===== src/common/gauge_pkg.sv =====
/*
  Constants, types and helpers of the gauge core.
  Assumes a 20 MHz clock, 8-bit readings.
*/
package gauge_pkg;

  // resolved level of a three-level configuration pin
  typedef enum logic [1:0] {LEVEL_LOW, LEVEL_FLOAT, LEVEL_HIGH} pin_level_type;

  // core clock and end-of-discharge sampling
  localparam int unsigned CLK_PERIOD_NS = 50;
  localparam int unsigned EDV_WINDOW_MS = 4000;
  localparam int unsigned EDV_SAMPLE_COUNT = 8;
  localparam int unsigned SAMPLE_PERIOD_CYCLES =
    EDV_WINDOW_MS * (1000000 / CLK_PERIOD_NS) / EDV_SAMPLE_COUNT;
  localparam logic [3:0] EDV_RUN_LENGTH = 4'h8;

  // settle cycles before the latch
  localparam logic [2:0] SETTLE_LAST = 3'h5;

  // voltage thresholds, reading lsb is 10 mV
  localparam int unsigned VOLT_LSB_MV = 10;
  localparam int unsigned EDV_FIRST_DEFAULT_MV = 760;
  localparam int unsigned EDV_GAP_MV = 100;
  localparam logic [7:0] EDV_FIRST_DEFAULT = 8'(EDV_FIRST_DEFAULT_MV / VOLT_LSB_MV);
  localparam logic [7:0] EDV_GAP = 8'(EDV_GAP_MV / VOLT_LSB_MV);

  // register offsets
  localparam logic [7:0] ADDR_STATUS = 8'h01;
  localparam logic [7:0] ADDR_TEMP = 8'h02;
  localparam logic [7:0] ADDR_VOLT = 8'h0B;
  localparam logic [7:0] ADDR_CAP_LO = 8'h0E;
  localparam logic [7:0] ADDR_CAP_HI = 8'h0F;
  localparam logic [7:0] ADDR_FULL_COUNT = 8'h10;
  localparam logic [7:0] ADDR_FULL_REF = 8'h11;
  localparam logic [7:0] ADDR_PEAK_RATE = 8'h12;
  localparam logic [7:0] ADDR_EDV_THRESH = 8'h13;
  localparam logic [7:0] ADDR_DCOUNT_LO = 8'h2E;
  localparam logic [7:0] ADDR_DCOUNT_HI = 8'h2F;

  // status register bit positions
  localparam int unsigned STATUS_FINAL_BIT = 0;
  localparam int unsigned STATUS_FIRST_BIT = 1;
  localparam int unsigned STATUS_INIT_BIT = 7;

  // reset values
  localparam logic [7:0] BYTE_RESET = 8'h00;
  localparam logic [15:0] WORD_RESET = 16'h0000;
  localparam pin_level_type LEVEL_RESET = LEVEL_FLOAT;

  // efficiency factor is in percent
  localparam logic [23:0] PERCENT_DIV = 24'h000064;

  // table axes: rows deg C, columns C/240
  localparam logic signed [7:0] TEMP_ROW_EDGE [6] =
    '{8'shEC, 8'shF6, 8'sh00, 8'sh15, 8'sh37, 8'sh46};
  localparam logic [7:0] RATE_COL_EDGE [6] =
    '{8'h00, 8'h03, 8'h0A, 8'h18, 8'h30, 8'h50};

  // raw pin code {reads high, reads low}
  function automatic pin_level_type resolve_level(input logic [1:0] raw);
    unique case (raw)
      2'b10: resolve_level = LEVEL_HIGH;
      2'b01: resolve_level = LEVEL_LOW;
      default: resolve_level = LEVEL_FLOAT;
    endcase
  endfunction : resolve_level

  // full count / 256 from pins one and two
  function automatic logic [7:0] full_count_byte(input pin_level_type one,
                                                 input pin_level_type two);
    unique case ({one, two})
      {LEVEL_HIGH, LEVEL_HIGH}: full_count_byte = 8'hBC;
      {LEVEL_HIGH, LEVEL_FLOAT}: full_count_byte = 8'hB4;
      {LEVEL_HIGH, LEVEL_LOW}: full_count_byte = 8'hA9;
      {LEVEL_FLOAT, LEVEL_HIGH}: full_count_byte = 8'h9C;
      {LEVEL_FLOAT, LEVEL_FLOAT}: full_count_byte = 8'h96;
      {LEVEL_FLOAT, LEVEL_LOW}: full_count_byte = 8'h8D;
      {LEVEL_LOW, LEVEL_HIGH}: full_count_byte = 8'h7C;
      {LEVEL_LOW, LEVEL_FLOAT}: full_count_byte = 8'h71;
      default: full_count_byte = 8'h66;
    endcase
  endfunction : full_count_byte

endpackage : gauge_pkg


===== src/common/gauge_eff_if.sv =====
/*
  Carrier from the gauge core to its lookup.
  Assumes one clock; the lookup is combinational.
*/
`timescale 1ns/100ps
interface gauge_eff_if;
  gauge_pkg::pin_level_type table_level;
  logic [7:0] temperature;
  logic [7:0] rate;
  logic [7:0] factor;
  modport core (output table_level, output temperature, output rate, input factor);
  modport lookup (input table_level, input temperature, input rate, output factor);
endinterface : gauge_eff_if


===== src/verilog/efficiency_lookup.sv =====
/*
  Efficiency factor lookup: three tables indexed by temperature and rate.
  Assumes a signed temperature in deg C and a rate in C/240 steps.
*/
`timescale 1ns/100ps
module efficiency_lookup (
  // lookup request and factor
  gauge_eff_if.lookup eff
);

  // rows are -20,-10,0,21,55,70 deg C; columns 0,C/80,C/24,C/10,C/5,C/3
  localparam logic [7:0] TABLE_FLOAT [36] = '{
    8'h61, 8'h63, 8'h60, 8'h5C, 8'h55, 8'h51,
    8'h62, 8'h62, 8'h61, 8'h5E, 8'h59, 8'h55,
    8'h62, 8'h62, 8'h61, 8'h5E, 8'h5A, 8'h57,
    8'h63, 8'h63, 8'h62, 8'h60, 8'h5C, 8'h59,
    8'h63, 8'h63, 8'h62, 8'h60, 8'h5D, 8'h5A,
    8'h63, 8'h63, 8'h62, 8'h60, 8'h5D, 8'h5A};
  localparam logic [7:0] TABLE_LOW [36] = '{
    8'h57, 8'h55, 8'h50, 8'h46, 8'h35, 8'h32,
    8'h5D, 8'h5B, 8'h58, 8'h50, 8'h44, 8'h33,
    8'h60, 8'h5E, 8'h5B, 8'h55, 8'h4A, 8'h3C,
    8'h63, 8'h61, 8'h5F, 8'h59, 8'h51, 8'h44,
    8'h64, 8'h63, 8'h61, 8'h5C, 8'h55, 8'h4A,
    8'h65, 8'h64, 8'h62, 8'h5D, 8'h56, 8'h4C};
  localparam logic [7:0] TABLE_HIGH [36] = '{
    8'h5C, 8'h5D, 8'h5C, 8'h58, 8'h53, 8'h4B,
    8'h62, 8'h62, 8'h61, 8'h5D, 8'h59, 8'h51,
    8'h64, 8'h64, 8'h63, 8'h60, 8'h5B, 8'h54,
    8'h68, 8'h68, 8'h66, 8'h63, 8'h5F, 8'h58,
    8'h6A, 8'h6A, 8'h69, 8'h64, 8'h61, 8'h5A,
    8'h6B, 8'h6B, 8'h69, 8'h65, 8'h62, 8'h5B};

  // index of nearest lower row and column
  function automatic logic [5:0] table_index(input logic [7:0] temp, input logic [7:0] rate);
    logic [2:0] row;
    logic [2:0] col;
    row = 3'h0;
    col = 3'h0;
    for (int i = 1; i < 6; i++) begin
      if ($signed(temp) >= gauge_pkg::TEMP_ROW_EDGE[i]) row = 3'(i);
      if (rate >= gauge_pkg::RATE_COL_EDGE[i]) col = 3'(i);
    end
    table_index = 6'(row) * 6'h06 + 6'(col);
  endfunction : table_index

  logic [5:0] index;

  // table chosen by pin four
  always_comb begin
    index = table_index(eff.temperature, eff.rate);
    unique case (eff.table_level)
      gauge_pkg::LEVEL_LOW: eff.factor = TABLE_LOW[index];
      gauge_pkg::LEVEL_HIGH: eff.factor = TABLE_HIGH[index];
      default: eff.factor = TABLE_FLOAT[index];
    endcase
  end

endmodule : efficiency_lookup


===== src/verilog/gauge_core.sv =====
/*
  Gauge core: empty thresholds, discharge count,
  compensated capacity and configuration latch.
  Assumes the register port and the front-end
  strobes all run on CORE_CLK.
*/
`timescale 1ns/100ps
module gauge_core #(
  parameter int unsigned SAMPLE_CYCLES = gauge_pkg::SAMPLE_PERIOD_CYCLES
) (
  // clock, reset and enable
  input wire logic CORE_CLK,
  input wire logic ARST_N,
  input wire logic CLK_EN,
  // initialization request
  input wire logic INIT_REQ,
  // configuration pins, raw code {reads high, reads low}
  input wire logic [1:0] CONFIG_PIN_ONE,
  input wire logic [1:0] CONFIG_PIN_TWO,
  input wire logic [1:0] CONFIG_PIN_SCALE,
  input wire logic [1:0] CONFIG_PIN_COMPENSATION,
  input wire logic [1:0] CONFIG_PIN_DISPLAY,
  input wire logic [1:0] CONFIG_PIN_INITIAL_FILL,
  // measurements
  output logic SAMPLE_REQ,
  input wire logic BATTERY_SENSE_VALID,
  input wire logic [7:0] BATTERY_SENSE_INPUT,
  input wire logic TEMP_VALID,
  input wire logic [7:0] TEMP_VALUE,
  input wire logic DISCHARGE_TICK,
  input wire logic RATE_VALID,
  input wire logic [7:0] RATE_VALUE,
  // register port
  input wire logic [7:0] REG_ADDR,
  input wire logic REG_RD_EN,
  input wire logic REG_WR_EN,
  input wire logic [7:0] REG_WR_DATA,
  output logic [7:0] REG_RD_DATA,
  // latched settings and flags
  output logic [1:0] SCALE_CODE,
  output logic [1:0] DISPLAY_CODE,
  output logic [1:0] EMPTY_FLAGS
);

  typedef enum logic {PHASE_SETTLE, PHASE_RUN} phase_type;

  phase_type phase_reg;
  logic [2:0] settle_reg;
  logic latch_now;
  logic [11:0] sync1_reg;
  logic [11:0] sync2_reg;
  logic [11:0] sync3_reg;
  logic [11:0] stable_reg;
  gauge_pkg::pin_level_type one_now;
  gauge_pkg::pin_level_type two_now;
  gauge_pkg::pin_level_type scale_reg;
  gauge_pkg::pin_level_type comp_reg;
  gauge_pkg::pin_level_type display_reg;
  logic [7:0] full_count_reg;
  logic [7:0] full_ref_reg;
  logic [7:0] edv_first_reg;
  logic [7:0] edv_final;
  logic [7:0] volt_reg;
  logic [3:0] first_run_reg;
  logic [3:0] final_run_reg;
  logic [3:0] first_run_next;
  logic [3:0] final_run_next;
  logic first_flag_reg;
  logic final_flag_reg;
  logic [7:0] temp_reg;
  logic [15:0] dcount_reg;
  logic [7:0] peak_rate_reg;
  logic [15:0] cap_reg;
  logic [15:0] cap_next;
  logic [15:0] eff_product;
  logic [23:0] comp_full;
  logic [23:0] cap_diff;
  logic [23:0] sample_cnt_reg;
  logic sample_req_reg;
  logic [7:0] rd_next;
  logic [7:0] status_byte;

  gauge_eff_if eff ();

  efficiency_lookup u_lookup (
    .eff(eff.lookup)
  );

  // consecutive low-sample run, saturating at the run length
  function automatic logic [3:0] next_run(input logic [3:0] run, input logic below);
    if (!below) next_run = 4'h0;
    else if (run == gauge_pkg::EDV_RUN_LENGTH) next_run = run;
    else next_run = run + 4'h1;
  endfunction : next_run

  function automatic logic write_hit(input logic en, input logic [7:0] addr,
                                     input logic [7:0] target);
    write_hit = en && (addr == target);
  endfunction : write_hit

  // 3-stage pin sync; a bit moves once stages 2 and 3 agree
  always_ff @(posedge CORE_CLK or negedge ARST_N) begin
    if (!ARST_N) begin
      sync1_reg <= 12'h000;
      sync2_reg <= 12'h000;
      sync3_reg <= 12'h000;
      stable_reg <= 12'h000;
    end else if (CLK_EN) begin
      sync1_reg <= {CONFIG_PIN_ONE, CONFIG_PIN_TWO, CONFIG_PIN_SCALE,
                    CONFIG_PIN_COMPENSATION, CONFIG_PIN_DISPLAY, CONFIG_PIN_INITIAL_FILL};
      sync2_reg <= sync1_reg;
      sync3_reg <= sync2_reg;
      stable_reg <= (sync3_reg & ~(sync2_reg ^ sync3_reg)) | (stable_reg & (sync2_reg ^ sync3_reg));
    end
  end

  assign one_now = gauge_pkg::resolve_level(stable_reg[11:10]);
  assign two_now = gauge_pkg::resolve_level(stable_reg[9:8]);

  // init: settle after reset or request, then latch
  always_ff @(posedge CORE_CLK or negedge ARST_N) begin
    if (!ARST_N) begin
      phase_reg <= PHASE_SETTLE;
      settle_reg <= 3'h0;
    end else if (CLK_EN) begin
      unique case (phase_reg)
        PHASE_SETTLE: begin
          settle_reg <= settle_reg + 3'h1;
          if (latch_now) phase_reg <= PHASE_RUN;
        end
        PHASE_RUN: begin
          settle_reg <= 3'h0;
          if (INIT_REQ) phase_reg <= PHASE_SETTLE;
        end
      endcase
    end
  end

  assign latch_now = (phase_reg == PHASE_SETTLE) && (settle_reg == gauge_pkg::SETTLE_LAST);

  // latch of three pin levels and full count
  always_ff @(posedge CORE_CLK or negedge ARST_N) begin
    if (!ARST_N) begin
      scale_reg <= gauge_pkg::LEVEL_RESET;
      comp_reg <= gauge_pkg::LEVEL_RESET;
      display_reg <= gauge_pkg::LEVEL_RESET;
      full_count_reg <= gauge_pkg::BYTE_RESET;
    end else if (CLK_EN && latch_now) begin
      full_count_reg <= gauge_pkg::full_count_byte(one_now, two_now);
      scale_reg <= gauge_pkg::resolve_level(stable_reg[7:6]);
      comp_reg <= gauge_pkg::resolve_level(stable_reg[5:4]);
      display_reg <= gauge_pkg::resolve_level(stable_reg[3:2]);
    end
  end

  // full reference: init load or host write
  always_ff @(posedge CORE_CLK or negedge ARST_N) begin
    if (!ARST_N) begin
      full_ref_reg <= gauge_pkg::BYTE_RESET;
    end else if (CLK_EN) begin
      if (latch_now) begin
        if (gauge_pkg::resolve_level(stable_reg[1:0]) == gauge_pkg::LEVEL_HIGH)
          full_ref_reg <= gauge_pkg::full_count_byte(one_now, two_now);
        else
          full_ref_reg <= gauge_pkg::BYTE_RESET;
      end else if (write_hit(REG_WR_EN, REG_ADDR, gauge_pkg::ADDR_FULL_REF)) begin
        full_ref_reg <= REG_WR_DATA;
      end
    end
  end

  // first threshold; final is a fixed gap below
  always_ff @(posedge CORE_CLK or negedge ARST_N) begin
    if (!ARST_N) begin
      edv_first_reg <= gauge_pkg::EDV_FIRST_DEFAULT;
    end else if (CLK_EN && write_hit(REG_WR_EN, REG_ADDR, gauge_pkg::ADDR_EDV_THRESH)) begin
      edv_first_reg <= REG_WR_DATA;
    end
  end

  assign edv_final = (edv_first_reg > gauge_pkg::EDV_GAP) ? edv_first_reg - gauge_pkg::EDV_GAP :
                     gauge_pkg::BYTE_RESET;

  // eight sample requests per window
  always_ff @(posedge CORE_CLK or negedge ARST_N) begin
    if (!ARST_N) begin
      sample_cnt_reg <= 24'h000000;
      sample_req_reg <= 1'b0;
    end else if (CLK_EN) begin
      sample_req_reg <= 1'b0;
      if (sample_cnt_reg == 24'(SAMPLE_CYCLES - 1)) begin
        sample_cnt_reg <= 24'h000000;
        sample_req_reg <= 1'b1;
      end else begin
        sample_cnt_reg <= sample_cnt_reg + 24'h000001;
      end
    end
  end

  assign first_run_next = next_run(first_run_reg, BATTERY_SENSE_INPUT < edv_first_reg);
  assign final_run_next = next_run(final_run_reg, BATTERY_SENSE_INPUT < edv_final);

  // voltage reading and low-sample runs
  always_ff @(posedge CORE_CLK or negedge ARST_N) begin
    if (!ARST_N) begin
      volt_reg <= gauge_pkg::BYTE_RESET;
      first_run_reg <= 4'h0;
      final_run_reg <= 4'h0;
    end else if (CLK_EN) begin
      if (latch_now) begin
        first_run_reg <= 4'h0;
        final_run_reg <= 4'h0;
      end else if (BATTERY_SENSE_VALID) begin
        first_run_reg <= first_run_next;
        final_run_reg <= final_run_next;
      end
      if (BATTERY_SENSE_VALID) volt_reg <= BATTERY_SENSE_INPUT;
    end
  end

  // sticky empty flags, cleared only by initialization
  always_ff @(posedge CORE_CLK or negedge ARST_N) begin
    if (!ARST_N) begin
      first_flag_reg <= 1'b0;
      final_flag_reg <= 1'b0;
    end else if (CLK_EN) begin
      if (latch_now) begin
        first_flag_reg <= 1'b0;
        final_flag_reg <= 1'b0;
      end else if (BATTERY_SENSE_VALID) begin
        first_flag_reg <= first_flag_reg | (first_run_next == gauge_pkg::EDV_RUN_LENGTH);
        final_flag_reg <= final_flag_reg | (final_run_next == gauge_pkg::EDV_RUN_LENGTH);
      end
    end
  end

  // temperature capture
  always_ff @(posedge CORE_CLK or negedge ARST_N) begin
    if (!ARST_N) begin
      temp_reg <= gauge_pkg::BYTE_RESET;
    end else if (CLK_EN && TEMP_VALID) begin
      temp_reg <= TEMP_VALUE;
    end
  end

  // discharge counter, saturating, restarted by initialization
  always_ff @(posedge CORE_CLK or negedge ARST_N) begin
    if (!ARST_N) begin
      dcount_reg <= gauge_pkg::WORD_RESET;
    end else if (CLK_EN) begin
      if (latch_now) dcount_reg <= gauge_pkg::WORD_RESET;
      else if (DISCHARGE_TICK && dcount_reg != 16'hFFFF) dcount_reg <= dcount_reg + 16'h0001;
    end
  end

  // peak discharge rate for the cycle
  always_ff @(posedge CORE_CLK or negedge ARST_N) begin
    if (!ARST_N) begin
      peak_rate_reg <= gauge_pkg::BYTE_RESET;
    end else if (CLK_EN) begin
      if (latch_now) peak_rate_reg <= gauge_pkg::BYTE_RESET;
      else if (RATE_VALID && RATE_VALUE > peak_rate_reg) peak_rate_reg <= RATE_VALUE;
    end
  end

  // lookup: latched table, peak rate, live temperature
  assign eff.table_level = comp_reg;
  assign eff.rate = peak_rate_reg;
  assign eff.temperature = temp_reg;

  // full reference is in units of 256 counts, factor in percent
  assign eff_product = {8'h00, full_ref_reg} * {8'h00, eff.factor};
  assign comp_full = {eff_product, 8'h00} / gauge_pkg::PERCENT_DIV;
  assign cap_diff = comp_full - {8'h00, dcount_reg};

  // clamp below at zero and above at the register range
  always_comb begin
    if (comp_full <= {8'h00, dcount_reg}) cap_next = gauge_pkg::WORD_RESET;
    else if (cap_diff[23:16] != 8'h00) cap_next = 16'hFFFF;
    else cap_next = cap_diff[15:0];
  end

  // capacity recomputed every enabled cycle
  always_ff @(posedge CORE_CLK or negedge ARST_N) begin
    if (!ARST_N) begin
      cap_reg <= gauge_pkg::WORD_RESET;
    end else if (CLK_EN) begin
      cap_reg <= cap_next;
    end
  end

  // status byte: init in progress and both empty flags
  always_comb begin
    status_byte = 8'h00;
    status_byte[gauge_pkg::STATUS_INIT_BIT] = (phase_reg == PHASE_SETTLE);
    status_byte[gauge_pkg::STATUS_FIRST_BIT] = first_flag_reg;
    status_byte[gauge_pkg::STATUS_FINAL_BIT] = final_flag_reg;
  end

  // register read decode; unmapped offsets read zero
  always_comb begin
    unique case (REG_ADDR)
      gauge_pkg::ADDR_STATUS: rd_next = status_byte;
      gauge_pkg::ADDR_TEMP: rd_next = temp_reg;
      gauge_pkg::ADDR_VOLT: rd_next = volt_reg;
      gauge_pkg::ADDR_CAP_LO: rd_next = cap_reg[7:0];
      gauge_pkg::ADDR_CAP_HI: rd_next = cap_reg[15:8];
      gauge_pkg::ADDR_FULL_COUNT: rd_next = full_count_reg;
      gauge_pkg::ADDR_FULL_REF: rd_next = full_ref_reg;
      gauge_pkg::ADDR_PEAK_RATE: rd_next = peak_rate_reg;
      gauge_pkg::ADDR_EDV_THRESH: rd_next = edv_first_reg;
      gauge_pkg::ADDR_DCOUNT_LO: rd_next = dcount_reg[7:0];
      gauge_pkg::ADDR_DCOUNT_HI: rd_next = dcount_reg[15:8];
      default: rd_next = 8'h00;
    endcase
  end

  // read data held until the next read
  always_ff @(posedge CORE_CLK or negedge ARST_N) begin
    if (!ARST_N) begin
      REG_RD_DATA <= gauge_pkg::BYTE_RESET;
    end else if (CLK_EN && REG_RD_EN) begin
      REG_RD_DATA <= rd_next;
    end
  end

  assign SAMPLE_REQ = sample_req_reg;
  assign SCALE_CODE = scale_reg;
  assign DISPLAY_CODE = display_reg;
  assign EMPTY_FLAGS = {first_flag_reg, final_flag_reg};

endmodule : gauge_core


===== config.mk =====
export PLATFORM = sky130hd
export DESIGN_NAME = gauge_core
export DESIGN_NICKNAME = d
export VERILOG_FILES = /design/src/common/gauge_pkg.sv /design/src/common/gauge_eff_if.sv /design/src/verilog/efficiency_lookup.sv /design/src/verilog/gauge_core.sv
export SDC_FILE = /design/constraint.sdc
export NUM_CORES = 1
export LEC_CHECK = 0
export ABC_CLOCK_PERIOD_IN_PS = 32900
export BUFFER_PORTS_ARGS = -buffer_cell sky130_fd_sc_hd__buf_4
export CORE_ASPECT_RATIO = 2
export CORE_MARGIN = 1.5
export CORE_UTILIZATION = 35
export CTS_CLUSTER_SIZE = 14
export DETAILED_ROUTE_END_ITERATION = 12
export GPL_TIMING_DRIVEN = 0
export SLEW_MARGIN = 20
export SYNTH_ARGS = -nofsm -noshare
export SYNTH_HDL_FRONTEND = slang
export SYNTH_SLANG_ARGS = --single-unit
export TNS_END_PERCENT = 50

===== constraint.sdc =====
create_clock -name CORE_CLK -period 32.9 [get_ports CORE_CLK]
set_input_delay 1.645 -clock CORE_CLK [delete_from_list [all_inputs] [get_ports CORE_CLK]]
set_output_delay 1.645 -clock CORE_CLK [all_outputs]
set_load 0.01 [all_outputs]

==> results of run 1 <==
-- worst paths after layout --
| kind | from | end | slack (ps) | cells past startpoint |
|---|---|---|---|---|
| hold / removal | SCALE_CODE[0]$_DFFE_PN1P_ | SCALE_CODE[0]$_DFFE_PN1P_ | 460 | 2 |
| max in group asynchronous | ARST_N | edv_first_reg[6]$_DFFE_PN1P_ | 30720 | 3 |
| min in group asynchronous | ARST_N | sync2_reg[6]$_DFFE_PN0P_ | 1090 | 1 |
| setup reg to reg | eff.temperature[0]$_DFFE_PN0P_ | cap_reg[3]$_DFFE_PN0P_ | 3800 | 103 |
| hold reg to reg | SCALE_CODE[0]$_DFFE_PN1P_ | SCALE_CODE[0]$_DFFE_PN1P_ | 460 | 2 |
| setup / recovery | eff.temperature[0]$_DFFE_PN0P_ | cap_reg[3]$_DFFE_PN0P_ | 3800 | 103 |
-- metrics by stage --
stage / cell area [um^2] / utilization [%] / setup slack [ps] / hold slack, ps / cells
after floorplan: 17650 / - / 9907 / 441.1 / 2100
after global placement: 19020 / 38.10 / 4615 / 453.8 / 2823
after detailed placement: 19100 / 38.25 / 4371 / 458.4 / 2826
after CTS: 19660 / 39.38 / 4285 / 470.4 / 2857
after global routing: 19660 / 39.38 / 2220 / 494.4 / 2857
final: 19660 / 39.38 / 3802 / 465.0 / 2857
-- kinds of logic after synthesis --
group | Yosys count | synth area share (%)
xor gates and xnor gates | 79 | 3.919
AOI/OAI and AO/OA | 648 | 25.44
adders and majority gates | 153 | 12.25
and+or+nand+nor | 686 | 19.75
DFF | 181 | 25.70
buffers and inverters | 245 | 5.492
muxes | 108 | 7.449
-- critical path: cells and delay by family, from the launching register on --
kind                       cells  cell delay, ps
AOI/OAI and AO/OA             44           12810
xor gates and xnor gates       1             660
adders and majority gates     14            5250
buffers and inverters         14            3060
DFF                            1             480
muxes                          5            1510
and+or+nand+nor               25            5110
-- area by class of cell --
cell class                 count  area (um^2)  area share, %
clock inverter                13        127.6         0.6491
multi-input combinational   1674        12150          61.81
tap                          649        812.0          4.130
sequential                   181         4537          23.07
clock buffer                  18        439.2          2.234
timing repair buffer          77        623.1          3.169
buffer                        83        359.1          1.826
inverter                     162        610.6          3.105
-- metal layers --
| layer | share of wire [%] | routed length (um) | GRT usage (%) | vias up |
|---|---|---|---|---|
| li1 | - | - | - | 7910 |
| met1 | 36 | 20280 | 21.42 | 7924 |
| met2 | 54 | 30660 | 42.69 | 499 |
| met3 | 3.4 | 1911 | 2.548 | 190 |
| met4 | 7.1 | 4063 | 15.25 | 0 |
| met5 | 0 | 0 | 0 | - |
-- cells in the final DEF, fill, tap and decap left out, types with 14 or more instances in the layout --
cell	n
a211oi_1	28
a21o_1	34
a21oi_1	128
a221oi_1	20
a31oi_1	34
and2_1	39
and3_1	16
buf_1	18
buf_4	77
clkbuf_1	50
clkbuf_16	17
dfrtp_1	175
fa_1	33
ha_1	120
inv_1	159
mux2_2	55
mux2i_1	38
nand2_1	185
nand2b_1	29
nand3_1	55
nand4_1	28
nor2_1	151
nor2b_1	42
nor3_1	45
nor4_1	15
o211ai_1	22
o21ai_0	157
o21ai_1	15
or3_1	14
xnor2_1	50
xor2_1	29
==> run metrics, run 1 <==
outcome=complete, no violations; hpwl dp=around 46000 um; Required @ worst endpoint=33180 ps; Worst slew margin=between 20% and 30%; global-route wire length before repair=a little over 90000 um; share of cells above drive strength 1=roughly 12%; synth warn=0; ranking of synthesized cells by area=dfrtp_1 25%, ha_1 8.5%, o21ai_0 4.5%; RSZ-0062 raised after global routing=no; initial DRC count=between 700 and 800; post-synthesis average cell area=roughly 8.4 um^2; Yosys top cell area share=~25%; initial antenna violation count=0; core area=49930 um^2; I/O pin count=77; DR vias=16.52k; Post-synth EDFFs=0; top_reg_cell synth=dfrtp_1; via/cell ratio=5.783; TritonCTS clock tree=done; Die Wd=between 150 and 200 um; GR Util All Layers=22.10%; Peak Freq=0.03437 GHz; crit share post-route=88.44%; max cap viols=0; startpoint type of the worst setup path=flop; vias in the first global route=17.14k; clk_lat worst skew=450 ps; Max Clock Skew=about 14 ps; Syn Std Cell Area=17650 um^2; remaining global-route overflow=0; Resized cells post-CTS=0; max FFs per register=24; Max H-tree Level=4; most instantiated library cell after synthesis=nand2_1; synthesized instance count=2100; Seq cells post-synth=181; WL per Instance=19.92 um; Residual DRC=0; crit path capture type=flop; CTS Buf Count=17; clock sink count=181; CP dominant cell by count=ha_1; final net count=2411; Synth Net Count=around 2.3k; final number of hold-violating endpoints=0; Critical Path Slowest Stage Cell=a221oi_1; drt pass-1 iters=7; largest net degree at the start of global routing=75; Post-CTS Repair Setup Buffers=0; Hold/Removal Path Class=flop to flop; top cells by count, synth=185 x nand2_1, 175 x dfrtp_1, 159 x inv_1; Max Slew Vio Count=0; Final GP Congestion=0.9534; Setup Total Neg Slack=0 ps; # rows=116; P&R area growth vs syn=11.37%; CP Max Fanout=10; Die Ht=320.6 um; WS Path Type=flop to flop; Fill cells=5105; Reg clk slew, reported paths=70 ps; Initial Util=35.36%; Clock Path Buffers=2; final count of negative-setup-slack endpoints=0; final wirelength=56920 um; min Tclk post-route=29100 ps; dominant cell type by area after synthesis=dfrtp_1; post-synthesis cell type count=about 120; sequential area share after synthesis=25.70%; Port Buf Inserts=74; CTS Root Cell=clkbuf_16; asr flop ratio synth=100.0%; DIE AREA=51880 um^2; diodes inserted=0; CP max stage delay=930 ps; Critical Path AT=29380 ps; Worst-Margin Slew=1079 ps; antenna-violating nets left=0; # hold bufs at CTS=0
Power of run 1 is not shown: default switching activity piles up to over one toggle a cycle in this logic, so the estimate is an artifact.
==> run 2, diff against run 1 <==
--- a/config.mk
+++ b/config.mk
@@ -5,7 +5,7 @@
 export SDC_FILE = /design/constraint.sdc
 export NUM_CORES = 1
 export LEC_CHECK = 0
-export ABC_CLOCK_PERIOD_IN_PS = 32900
+export ABC_CLOCK_PERIOD_IN_PS = 25500
 export BUFFER_PORTS_ARGS = -buffer_cell sky130_fd_sc_hd__buf_4
 export CORE_ASPECT_RATIO = 2
 export CORE_MARGIN = 1.5
==> constraint.sdc (replaced) <==
create_clock -name CORE_CLK -period 25.5 [get_ports CORE_CLK]
set_input_delay 3.825 -clock CORE_CLK [delete_from_list [all_inputs] [get_ports CORE_CLK]]
set_output_delay 3.825 -clock CORE_CLK [all_outputs]
set_load 0.01 [all_outputs]
==> run 2 against run 1 <==
Net effect:
- first-iteration DRC count grew 4.7%
- cell count grew 1.9%
- die area is the same
- count of clock-buffer cells in the layout is the same
- register-to-register slack lost 2700 ps
- critical path depth grew 7
- core utilization grew 3.0 points
- worst setup slack lost 2700 ps
- fmax grew 19%
- clock skew shrank 3.5 ps
- flip-flop and latch count is the same
- largest cell class unchanged
- highest routed layer unchanged
==> run metrics, run 2 (synthesis gave the netlist of run 1 again) <==
outcome=complete, no violations; Top delay family on crit path=compound AO/OA/AOI/OAI gates; WHS Path Cells=2; hold path start=SCALE_CODE[0]$_DFFE_PN1P_; FF-to-FF End=cap_reg[4]$_DFFE_PN0P_; DR vias=16.89k; # placed instances=roughly 2.8k; CTS Root Cell=clkbuf_16; Initial Util=between 30 and 40%; clock sink count=181; clk_lat worst skew=450 ps; final wirelength=just under 60000 um; Worst slew margin=between 20% and 30%; max cap viols=0; Die Wd=161.8 um; Hold/Removal Path Class=flop to flop; Max H-tree Level=4; Max Slew Vio Count=0; most frequent cells in the layout=181 x nand2_1, 171 x dfrtp_1, 158 x inv_1; Die Ht=320.6 um; hpwl dp=about 46000 um; RR Startpoint=eff.temperature[0]$_DFFE_PN0P_; crit share post-route=95.82%; global-route wire length before repair=91740 um; Worst-Margin Slew=1087 ps; final count of negative-setup-slack endpoints=0; CP dominant cell by count=inv_1; WS Path Type=flop to flop; final std cells w/o fill=2912; CP max stage delay=580 ps; core area=49930 um^2; Critical Path Slowest Stage Cell=fa_2; Peak Freq=0.04093 GHz; WP buf/inv=19; commonest non-fill, non-tap cell in the layout=nand2_1; share of cells above drive strength 1=21.03%; flop2flop setup slack=1070 ps; crit path capture type=flop; Fill cells=between 4k and 5k; Critical Path AT=24740 ps; P&R area growth vs syn=19.75%; initial DRC count=816; FF-to-FF path depth=110; # rows=116; Required @ worst endpoint=25810 ps; I/O pin count=77; final number of hold-violating endpoints=0; min Tclk post-route=24430 ps; TritonCTS clock tree=done; DIE AREA=51880 um^2; # hold bufs at CTS=0; via/cell ratio=5.800; final net count=between 2k and 2.5k; CP Max Fanout=10; Max Clock Skew=10.14 ps; diodes inserted=0; WL per Instance=19.96 um; Residual DRC=0; Final GP Congestion=0.9534; vias in the first global route=about 17k; startpoint type of the worst setup path=flop; Port Buf Inserts=74; CTS Buf Count=17; antenna-violating nets left=0; max FFs per register=24; largest net degree at the start of global routing=75; initial antenna violation count=0; Clock Path Buffers=2; Reg clk slew, reported paths=70 ps; remaining global-route overflow=0; drt pass-1 iters=6; hold endpoint=SCALE_CODE[0]$_DFFE_PN1P_; GR Util All Layers=22.31%
-- run 2: cell types whose count changed in the layout (fill, tap and decap cells not counted), sizes merged --
cell	previous run	this run
clkbuf	69	67
buf	109	166
-- run 2: stage by stage --
step	area (um^2)	utilization (%)	setup slack [ps]	TNS (ps)	hold slack, ps
after global routing	21140	42.34	-237.7	-3097	494.4
after floorplan	17650	-	2507	0	441.1
final	21140	42.34	1067	0	465.0
after CTS	20300	40.66	81.92	0	470.4
after global placement	19020	38.10	-2785	-43110	453.8
after detailed placement	19100	38.25	-3029	-46790	458.4
-- run 2: what timing repair did --
item                                    in CTS  in global routing
resized for setup                          104                144
buffers inserted                            25                 36
pin swaps                                   20                 36
endpoints found under the setup margin      16                 16
cloned                                       0                  0
-- run 2: worst max-delay path by stage --
stage,from,endpoint,depth (start not counted)
6_report,eff.temperature[0]$_DFFE_PN0P_,cap_reg[4]$_DFFE_PN0P_,110
4_1_cts,eff.temperature[0]$_DFFE_PN0P_,cap_reg[15]$_DFFE_PN0P_,106
3_5_place_dp,eff.temperature[0]$_DFFE_PN0P_,cap_reg[5]$_DFFE_PN0P_,103
3_3_place_gp,eff.temperature[0]$_DFFE_PN0P_,cap_reg[4]$_DFFE_PN0P_,103
2_1_floorplan,eff.temperature[1]$_DFFE_PN0P_,cap_reg[10]$_DFFE_PN0P_,105
5_1_grt,eff.temperature[6]$_DFFE_PN0P_,cap_reg[12]$_DFFE_PN0P_,117
-- run 2: metal layers --
metal | part of all wire [%] | vias to the layer above | track usage [%] | wire, um
met2 | 53 | 535 | 42.52 | 31070
met1 | 35 | 8121 | 21.62 | 20490
met4 | 7.7 | 0 | 16.25 | 4487
met3 | 3.6 | 225 | 2.819 | 2078
met5 | 0 | - | 0 | 0
li1 | - | 8009 | - | -
-- run 2: layout make-up --
cell class	instances	area [um^2]	share of cell area, %
sequential	181	4542	21.48
buffer	77	412.9	1.953
clock inverter	13	127.6	0.6037
inverter	162	618.1	2.924
timing repair buffer	138	1094	5.173
multi-input combinational	1674	13100	61.94
tap	649	812.0	3.841
clock buffer	18	439.2	2.077
-- run 2: worst reg2reg max path: cells and delay by family, from the launching register on --
| kind | cells | cell delay [ps] |
|---|---|---|
| AO/OA/AOI/OAI | 39 | 7720 |
| adder cells (fa/ha/maj) | 14 | 5100 |
| buffers and inverters | 19 | 2420 |
| flip-flops | 1 | 470 |
| multiplexers | 6 | 1980 |
| AND/OR/NAND/NOR | 32 | 6610 |
Power of run 2 is left out for the same reason.
==> run 3, diff against run 2 <==
--- a/config.mk
+++ b/config.mk
@@ -6,7 +6,7 @@
 export NUM_CORES = 1
 export LEC_CHECK = 0
 export ABC_CLOCK_PERIOD_IN_PS = 25500
-export BUFFER_PORTS_ARGS = -buffer_cell sky130_fd_sc_hd__buf_4
+export BUFFER_PORTS_ARGS = -buffer_cell sky130_fd_sc_hd__buf_2
 export CORE_ASPECT_RATIO = 2
 export CORE_MARGIN = 1.5
 export CORE_UTILIZATION = 35
==> run 3 against run 2 <==
Net effect:
- flip-flop and latch count is the same
- count of clock-buffer cells in the layout shrank 1
- fmax shrank 0.86%
- final area shrank 2.3%
==> run metrics, run 3 (synthesis gave the netlist of run 1 again) <==
commonest non-fill, non-tap cell in the layout=nand2_1; final net count=2454; hold path start=SCALE_CODE[0]$_DFFE_PN1P_; initial antenna violation count=1; Peak Freq=~0.04 GHz; Worst setup startpoint=eff.temperature[0]$_DFFE_PN0P_; Residual DRC=0; remaining global-route overflow=0; CTS Buf Count=17; I/O pin count=a little under 80; hpwl dp=46300 um; antenna-violating nets left=0; share of cells above drive strength 1=19.19%; DR vias=approximately 17k; outcome=complete, no violations; TritonCTS clock tree=done; vias in the first global route=~17k; final std cells w/o fill=between 2k and 3k; Max Clock Skew=13.98 ps; # hold bufs at CTS=0; via/cell ratio=about 5.9; core area=49930 um^2; Worst slew margin=between 20% and 30%; Initial Util=35.36%; Port Buf Inserts=74; WS Path Type=flop to flop; crit share post-route=96.65%; final wirelength=58190 um; Die Ht=320.6 um; Required @ worst endpoint=around 26000 ps; Critical Path AT=24950 ps; Setup Total Neg Slack=0 ps; Worst-Margin Slew=approximately 1200 ps; Hold/Removal Path Class=flop to flop; Die Wd=around 160 um; RR Startpoint=eff.temperature[0]$_DFFE_PN0P_; WL per Instance=20.06 um; P&R area growth vs syn=16.97%; Critical Path Slowest Stage Cell=or4_4; # placed instances=2825; largest net degree at the start of global routing=81; multi-input logic area=12860 um^2; crit path capture type=flop; clk_lat worst skew=450 ps; Fill cells=5103; CP Max Fanout=10; CP max stage delay=590 ps; # rows=116; GR Util All Layers=roughly 22%; initial DRC count=905; CTS Root Cell=clkbuf_16; Reg clk slew, reported paths=roughly 70 ps; worst slack, placed=-2835 ps; Max H-tree Level=4; final number of hold-violating endpoints=0; startpoint type of the worst setup path=flop; Clock Path Buffers=2; most frequent cells in the layout=182 x nand2_1, 171 x dfrtp_1, 158 x inv_1; global-route wire length before repair=a little over 90000 um; Max Slew Vio Count=0; drt pass-1 iters=5; Final GP Congestion=approximately 0.95; clock sink count=181; DIE AREA=slightly above 50000 um^2; setup slack after layout=855.5 ps; final count of negative-setup-slack endpoints=0; min Tclk post-route=24640 ps; max FFs per register=24; Reg area=~4500 um^2; max cap viols=0
==> run 3: cell count changes in the layout (fill, tap and decap cells not counted), sizes merged <==
cell,previous run,this run
buf,166,157
clkbuf,67,63
inv,170,168
bufinv,0,1
clkinv,4,5
clkinvlp,1,2
diode,0,1
==> run 3: timing repair <==
action,CTS,global route
pin swaps,10,24
resized for setup,74,129
endpoints found under the setup margin,16,16
buffers inserted,14,37
==> run 3: worst paths after layout <==
check	end	slack, ps	cells past startpoint
min in group asynchronous	sync2_reg[6]$_DFFE_PN0P_	3260	1
hold / removal	SCALE_CODE[0]$_DFFE_PN1P_	460	2
setup reg to reg	cap_reg[5]$_DFFE_PN0P_	860	108
setup / recovery	cap_reg[5]$_DFFE_PN0P_	860	108
hold reg to reg	SCALE_CODE[0]$_DFFE_PN1P_	460	2
max in group asynchronous	edv_first_reg[3]$_DFFE_PN1P_	21170	3
==> run 3: critical path, delay by kind of cell, from the launching register on <==
family,cells,cell delay [ps]
muxes,7,2170
adders and majority gates,14,5440
AOI/OAI and AO/OA,41,8260
DFF,1,460
buffers and inverters,17,2250
and+or+nand+nor,29,5860
==> run 3: layout make-up <==
class                      count  share of cell area (%)
multi-input combinational   1674                   62.27
sequential                   181                   21.99
timing repair buffer         127                   3.981
tap                          649                   3.932
inverter                     162                   2.993
clock buffer                  17                   2.060
buffer                        76                   1.963
clock inverter                14                  0.7998
antenna                        1                 0.01212
==> run 3: metal layers <==
metal / global-route usage (%) / vias up / part of all wire [%]
met4: 15.54 / 0 / 7.1
li1: - / 7964 / -
met3: 2.858 / 217 / 3.7
met1: 21.28 / 8275 / 35
met5: 0 / - / 0
met2: 42.77 / 562 / 54
==> run 3: metrics by stage <==
step | utilization [%] | hold WS (ps) | instance area (um^2)
after floorplan | - | 441.1 | 17650
after global placement | 37.73 | 452.8 | 18840
after detailed placement | 37.87 | 456.1 | 18910
after CTS | 39.88 | 468.4 | 19910
after global routing | 41.36 | 485.9 | 20650
final | 41.36 | 464.6 | 20650
Power of run 3 is left out for the same reason.
